**config.mk**
```make
export PLATFORM = sky130hd
export DESIGN_NAME = line_shape_and_ais_regs
export DESIGN_NICKNAME = d
export VERILOG_FILES = /design/src/line_shape_pkg.sv /design/src/profile_decode.sv /design/src/line_shape_and_ais_regs.sv
export SDC_FILE = /design/constraint.sdc
export NUM_CORES = 1
export LEC_CHECK = 0
export ABC_AREA = 1
export BUFFER_PORTS_ARGS = -buffer_cell sky130_fd_sc_hd__buf_2
export CAP_MARGIN = 25
export CORE_MARGIN = 5
export CORE_UTILIZATION = 47
export CTS_BUF_LIST = sky130_fd_sc_hd__clkbuf_4 sky130_fd_sc_hd__clkbuf_8 sky130_fd_sc_hd__clkbuf_16
export DETAILED_ROUTE_END_ITERATION = 16
export PLACE_DENSITY = 0.79
export SYNTH_ARGS = -nofsm -noshare
export SYNTH_HDL_FRONTEND = slang
export SYNTH_SLANG_ARGS = --single-unit
```
**constraint.sdc**
```tcl
create_clock -name clk_i -period 1.4 [get_ports clk_i]
set_input_delay 0.28 -clock clk_i [delete_from_list [all_inputs] [get_ports clk_i]]
set_output_delay 0.28 -clock clk_i [all_outputs]
set_load 0.01 [all_outputs]
```
**src/line_shape_pkg.sv**
```systemverilog
// Package with register map, field layout and line profile codes for the line shape block
package line_shape_pkg;

    // =========================================================
    // Register offsets (printed offsets are word indices)
    localparam logic [7:0] IDX_CHAN_POINTER = 8'h10;
    localparam logic [7:0] IDX_PROFILE_DATA = 8'h11;
    localparam logic [7:0] IDX_TX_DISABLE = 8'h12;
    localparam logic [7:0] IDX_ALARM_STATUS = 8'h13;
    localparam logic [7:0] IDX_ALARM_ENABLE = 8'h14;
    localparam logic [7:0] IDX_ALARM_FLAGS = 8'h15;
    localparam int ADDR_LSB = 2;
    localparam int IDX_W = 8;

    // =========================================================
    // Field layout and reset values
    localparam int NUM_CHAN = 8;
    localparam int PTR_W = 3;
    localparam int CODE_W = 4;
    localparam int IMP_BIT = 4;
    localparam int RSVD_MSB = 7;
    localparam int RSVD_LSB = 5;
    localparam logic [7:0] RESET_BYTE = 8'h00;
    localparam logic [4:0] RESET_PROFILE = 5'h00;

    // =========================================================
    // Line profile codes
    localparam logic [3:0] CODE_E1_120 = 4'h0;
    localparam logic [3:0] CODE_T1_OPTA_US = 4'h1;
    localparam logic [3:0] CODE_T1_OPTA_0DB = 4'h2;
    localparam logic [3:0] CODE_T1_SH_FIRST = 4'h3;
    localparam logic [3:0] CODE_T1_SH_LAST = 4'h7;
    localparam logic [3:0] CODE_E1_75 = 4'h8;
    localparam logic [4:0] SAMPLES_E1 = 5'h0C;
    localparam logic [4:0] SAMPLES_OPTA = 5'h0E;
    localparam logic [4:0] SAMPLES_SH = 5'h0D;

    typedef enum {MODE_E1, MODE_T1J1, MODE_INVALID} line_mode_e;

    // Per channel setting handed to the line front end
    typedef struct packed {
        logic internal_imp;
        logic [3:0] line_profile_code;
        logic is_e1;
        logic valid;
        logic [4:0] samples_per_ui;
    } chan_cfg_s;

    // Wishbone request as seen by the slave
    typedef struct packed {
        logic cyc;
        logic stb;
        logic we;
        logic [IDX_W+ADDR_LSB-1:0] adr;
        logic [3:0] sel;
        logic [31:0] dat;
    } wb_req_s;

endpackage : line_shape_pkg

```
**src/profile_decode.sv**
```systemverilog
// Decoder from a stored line profile to the front end settings of one channel
`timescale 1ns/1ps
module profile_decode
    import line_shape_pkg::*;
(
    input wire logic [4:0] profile_i,
    output line_shape_pkg::chan_cfg_s cfg_o
);

    // =========================================================
    // Decode
    // Mode and phase sample count from the profile code
    always_comb
    begin
        cfg_o = '0;
        cfg_o.internal_imp = profile_i[IMP_BIT];
        cfg_o.line_profile_code = profile_i[CODE_W-1:0];
        if (profile_i[3:0] == CODE_E1_120 || profile_i[3:0] == CODE_E1_75)
        begin
            cfg_o.is_e1 = 1'b1;
            cfg_o.valid = 1'b1;
            cfg_o.samples_per_ui = SAMPLES_E1;
        end
        else if (profile_i[3:0] == CODE_T1_OPTA_US || profile_i[3:0] == CODE_T1_OPTA_0DB)
        begin
            cfg_o.valid = 1'b1;
            cfg_o.samples_per_ui = SAMPLES_OPTA;
        end
        else if (profile_i[3:0] >= CODE_T1_SH_FIRST && profile_i[3:0] <= CODE_T1_SH_LAST)
        begin
            cfg_o.valid = 1'b1;
            cfg_o.samples_per_ui = SAMPLES_SH;
        end
    end

endmodule : profile_decode

```
**src/line_shape_and_ais_regs.sv**
```systemverilog
// Wishbone register bank for line profile, transmit high-Z and alarm signal status
//
// Our own choice: the Wishbone interface to the registers.
`timescale 1ns/1ps
module line_shape_and_ais_regs
    import line_shape_pkg::*;
#(
    parameter int NCH = 8
)
(
    input wire logic clk_i,
    input wire logic rst_i,
    input wire logic wb_cyc_i,
    input wire logic wb_stb_i,
    input wire logic wb_we_i,
    input wire logic [9:0] wb_adr_i,
    input wire logic [3:0] wb_sel_i,
    input wire logic [31:0] wb_dat_i,
    output logic [31:0] wb_dat_o,
    output logic wb_ack_o,
    input wire logic [NCH-1:0] ais_detect_i,
    output line_shape_pkg::chan_cfg_s [NCH-1:0] chan_cfg_o,
    output logic [NCH-1:0] tx_highz_per_channel_o,
    output logic irq_o
);
    import line_shape_pkg::*;

    // =========================================================
    // State
    logic [PTR_W-1:0] ptr_r, ptr_nxt;
    logic [4:0] profile_r [NCH];
    logic [4:0] profile_nxt [NCH];
    logic [NCH-1:0] txdis_r, txdis_nxt;
    logic [NCH-1:0] ais_s1_r, ais_s2_r, status_r, status_nxt;
    logic [NCH-1:0] enable_r, enable_nxt;
    logic [NCH-1:0] flags_r, flags_nxt;
    logic ack_r, ack_nxt;
    logic [31:0] rdat_r, rdat_nxt;
    wb_req_s req;
    logic wr_lane0;
    logic req_new;
    logic [NCH-1:0] change;
    chan_cfg_s [NCH-1:0] cfg_nxt;
    chan_cfg_s [NCH-1:0] cfg_r;

    // Decode of an all-zero profile: E1 120 ohm, external impedance
    localparam chan_cfg_s CFG_RESET = '{internal_imp: 1'b0, line_profile_code: CODE_E1_120,
        is_e1: 1'b1, valid: 1'b1, samples_per_ui: SAMPLES_E1};

    // Bundle bus inputs
    assign req = '{cyc: wb_cyc_i, stb: wb_stb_i, we: wb_we_i, adr: wb_adr_i,
                   sel: wb_sel_i, dat: wb_dat_i};

    // Word index decode
    function automatic logic hit(input logic [9:0] adr, input logic [7:0] idx);
        hit = (adr[IDX_W+ADDR_LSB-1:ADDR_LSB] == idx);
    endfunction : hit

    // =========================================================
    // Bus handshake
    assign req_new = req.cyc && req.stb && !ack_r;
    assign wr_lane0 = req_new && req.we && req.sel[0];

    // Alarm status change detection
    assign change = status_nxt ^ status_r;

    // Next state of all registers except the alarm synchronizer and the decoded settings
    always_comb
    begin
        ptr_nxt = ptr_r;
        txdis_nxt = txdis_r;
        enable_nxt = enable_r;
        flags_nxt = flags_r;
        for (int i = 0; i < NCH; i++)
        begin
            profile_nxt[i] = profile_r[i];
        end
        status_nxt = ais_s2_r;
        ack_nxt = req_new;
        rdat_nxt = rdat_r;
        if (wr_lane0 && hit(req.adr, IDX_CHAN_POINTER))
        begin
            ptr_nxt = req.dat[PTR_W-1:0];
        end
        if (wr_lane0 && hit(req.adr, IDX_PROFILE_DATA))
        begin
            profile_nxt[ptr_r] = req.dat[4:0];
        end
        if (wr_lane0 && hit(req.adr, IDX_TX_DISABLE))
        begin
            txdis_nxt = req.dat[NCH-1:0];
        end
        if (wr_lane0 && hit(req.adr, IDX_ALARM_ENABLE))
        begin
            enable_nxt = req.dat[NCH-1:0];
        end
        if (wr_lane0 && hit(req.adr, IDX_ALARM_FLAGS))
        begin
            flags_nxt = flags_r & ~req.dat[NCH-1:0];
        end
        // Set wins over clear
        flags_nxt = flags_nxt | (change & enable_r);
        if (req_new && !req.we)
        begin
            rdat_nxt = 32'h0000_0000;
            if (hit(req.adr, IDX_CHAN_POINTER))
                rdat_nxt[PTR_W-1:0] = ptr_r;
            else if (hit(req.adr, IDX_PROFILE_DATA))
                rdat_nxt[4:0] = profile_r[ptr_r];
            else if (hit(req.adr, IDX_TX_DISABLE))
                rdat_nxt[NCH-1:0] = txdis_r;
            else if (hit(req.adr, IDX_ALARM_STATUS))
                rdat_nxt[NCH-1:0] = status_r;
            else if (hit(req.adr, IDX_ALARM_ENABLE))
                rdat_nxt[NCH-1:0] = enable_r;
            else if (hit(req.adr, IDX_ALARM_FLAGS))
                rdat_nxt[NCH-1:0] = flags_r;
        end
    end

    // Register all state except the decoded settings
    always_ff @(posedge clk_i)
    begin
        if (rst_i)
        begin
            ptr_r <= '0;
            txdis_r <= '0;
            enable_r <= '0;
            flags_r <= '0;
            status_r <= '0;
            ais_s1_r <= '0;
            ais_s2_r <= '0;
            ack_r <= 1'b0;
            rdat_r <= 32'h0000_0000;
            for (int i = 0; i < NCH; i++)
            begin
                profile_r[i] <= RESET_PROFILE;
            end
        end
        else
        begin
            ptr_r <= ptr_nxt;
            txdis_r <= txdis_nxt;
            enable_r <= enable_nxt;
            flags_r <= flags_nxt;
            status_r <= status_nxt;
            ais_s1_r <= ais_detect_i;
            ais_s2_r <= ais_s1_r;
            ack_r <= ack_nxt;
            rdat_r <= rdat_nxt;
            for (int i = 0; i < NCH; i++)
            begin
                profile_r[i] <= profile_nxt[i];
            end
        end
    end

    // =========================================================
    // Outputs
    assign wb_ack_o = ack_r;
    assign wb_dat_o = rdat_r;
    assign tx_highz_per_channel_o = txdis_r;
    assign irq_o = |flags_r;
    assign chan_cfg_o = cfg_r;

    // Per channel decode of stored profile
    generate
        for (genvar g = 0; g < NCH; g++)
        begin : g_dec
            profile_decode u_dec (
                .profile_i(profile_r[g]),
                .cfg_o(cfg_nxt[g])
            );
        end
    endgenerate

    // Register the decoded settings so the line side sees flop outputs
    always_ff @(posedge clk_i)
    begin
        if (rst_i)
        begin
            cfg_r <= {NCH{CFG_RESET}};
        end
        else
        begin
            cfg_r <= cfg_nxt;
        end
    end
endmodule : line_shape_and_ais_regs

```
==> results.md <==
* Reg2Reg Depth at 9
* Async set-reset flop share out of synthesis at 0%
* IO Count at 197
* GPL Wtd Cong at 0.889
* Congestion Overflow GR at 0
* Crit path capture: profile_r[1][0]
* First-pass GRT wire length at 25,700 µm
* #FFs+latches synth at 175
* Synth top area share at 51.4%
* Leakage at 4.08 nW
* Failing checks: setup timing
* Critical Path Start: wb_ack_o
* Main synth FF type: dfxtp_1
* Deepest clock path buffer count at 2
* Vias in the first global route at 5,309
* Area leader, netlist: dfxtp_1
* CP Capture Type: flip-flop
* CP arrival at 1.95 ns
* Fin nets at 1,068
* CP Max Fanout at 5
* Setup WS pre-CTS at -0.202 ns
* Kind of critical path: flip-flop to flip-flop
* RR Startpoint: wb_ack_o
* Die width at 130 µm
* Utilization after layout at 62.0%
* Worst slew margin at 61.0%
* Sequential fraction of the synthesis area at 51.4%
* CTS Buf Count at 17
* Finished Cell Area at 8900 µm²
* Startpoint Class: flip-flop
* Clock-pin slew on the worst setup and hold paths at 0.07 ns
* Initial DRC count at 500
* Reg-to-reg endpoint: profile_r[1][0]
* P&R area growth vs syn at 30.7%
* RSZ-0062 raised after global routing: true
* Status: complete, but fails checks
* Mapped Area at 6810 µm²
* # rows at 44
* Max-cap violations at 0
* Fin crit share at 117%
* IO buf count at 135
* Fin. max-slew vios at 0
* Layout cells sized above 1 at 32.7%
* Final setup fails at 66
* M1 WL at 7200 µm
* H-Tree Depth at 4
* Crit path time final at 1.63 ns
* Pwr Density at 1120 nW/µm²
* Clock Skew at 0.00815 ns
* Netlist cell types at 28
* Total GRT Usage at 19.2%
* R2r setup slk at -0.23 ns
* Detailed Place HPWL at 11,900 µm
* Most common cell in the netlist: dfxtp_1
* Final WS setup at -0.235 ns
* Worst IR Drop VDD at 0.00108 V
* Die area at 17,000 µm²
* Routed wl met2 at 8690 µm
* Placeable Area at 14,400 µm²
* Syn avg cell area at 8.22 µm²
* Die H at 130 µm
* Initial Util at 47.4%
* Clk_lat worst skew at 0.43 ns
* Final Hold Fails at 0
* Commonest cells in the netlist: dfxtp_1, inv_1, a21oi_1
* Met3 WL at 1460 µm
* Largest net degree at the start of global routing at 82
* Worst-margin pin slew at 0.583 ns
* Wire length per cell at 14.6 µm
* Instance count of the mapped netlist at 829
* Top Metal Used: met4
* Drt pass-1 iters at 5
* Fmax at 612 MHz
* Post-DP Area at 7790 µm²
* Via-per-instance ratio at 4.97
* CTS Sinks at 175
* Hold Path Class: primary input to flip-flop
* Post-route antenna net violation count at 0
* CTS Root Cell: clkbuf_16
* Syn. warnings at 0
* DRC viols at 0
* Total power draw at 9.96 mW
* Vias at 5,996
* Largest cells by area after synthesis: dfxtp_1, a21oi_1, inv_1, buf_4, nor2_1
* Final wirelength at 17,700 µm
* Number of synthesized flops with an enable pin at 0
* Initial antenna violation count at 0
* CP required at 1.72 ns
* TritonCTS clock tree: done
-- routing by layer --
metal	track usage [%]	vias to the layer above
li1	-	2983
met1	23.8	2749
met2	32.2	233
met3	5.53	31
met4	6.65	0
met5	0	-
-- registers in the layout, summed over array words and instances, names as in the netlist, named ones only --
register	flops
ais_s1_r	8
status_r	8
chan_cfg_o	72
tx_highz_per_channel_o	8
profile_r	40
ais_s2_r	8
wb_dat_o	8
wb_ack_o	1
ptr_r	3
enable_r	8
flags_r	8
-- placed cells by master (no fill, tap or decap), types with 18 or more instances in the layout --
| cell | n |
|---|---|
| o21ai_2 | 40 |
| o21ai_0 | 26 |
| nor2_1 | 89 |
| dfxtp_1 | 172 |
| inv_1 | 96 |
| a21oi_1 | 81 |
| buf_4 | 49 |
| conb_1 | 32 |
| nand3_1 | 54 |
| nand2_1 | 90 |
| o21ai_1 | 22 |
| buf_2 | 134 |
| clkbuf_16 | 18 |
-- how the worst min path moves through the flow --
stage,depth (start not counted),start,endpoint
floorplan,2,ais_detect_i[0],ais_s1_r[0]
global placement,2,ais_s1_r[2],ais_s2_r[2]
detailed placement,2,ais_s1_r[0],ais_s2_r[0]
CTS,3,ais_detect_i[3],ais_s1_r[3]
global route,3,ais_detect_i[0],ais_s1_r[0]
finish,3,ais_detect_i[3],ais_s1_r[3]
-- worst max-delay path, cell delays in order (launching register included) --
cell      delay, ns
dfxtp_2        0.32
nand3b_4       0.17
nor2_4         0.18
buf_6          0.14
nand2_8        0.07
nor2_8         0.18
buf_6          0.14
nand2_4        0.08
o21ai_4        0.19
a21oi_2        0.05
-- cell families (layout without fill, tap and decap cells) --
family | after synthesis | after routing | share of synthesized area, %
flip-flops | 175 | 175 | 51.4
AND/OR/NAND/NOR | 278 | 281 | 20.4
XOR/XNOR | 4 | 4 | 0.514
AO/OA/AOI/OAI | 195 | 195 | 14.9
buffers and inverters | 176 | 335 | 12.8
other | 1 | 33 | 0.0551
-- through the flow --
step | instances | hold WS (ns) | TNS [ns]
detailed placement | 1157 | 0.395 | -9.76
CTS | 1189 | 0.0376 | -0.265
finish | 1207 | 0.0457 | -7.48
global placement | 1157 | 0.390 | -7.58
global route | 1206 | 0.0433 | -12.91
floorplan | 860 | 0.387 | 0
-- layout make-up --
cell class	count	area, µm²
Multi-Input combinational cell	512	2900
Timing Repair Buffer	202	1320
Antenna cell	1	2.50
Tap cell	184	230
Inverter	101	384
Clock buffer	19	447
Fill cell	1204	5460
Clock inverter	13	115
Sequential cell	175	3510
-- power by group --
group | internal (mW) | switching, mW
registers | 5.01 | 0.0136
clock network | 2.41 | 2.08
logic | 0.147 | 0.307
-- timing repair --
| action | CTS | global route |
|---|---|---|
| pin swaps | 3 | 13 |
| setup buffers | 0 | 13 |
| hold buffers | 0 | 0 |
| resized for setup | 6 | 107 |
| setup endpoints to repair | 10 | 78 |
| gates cloned | 0 | 4 |
(Power assumes the default switching activity.)
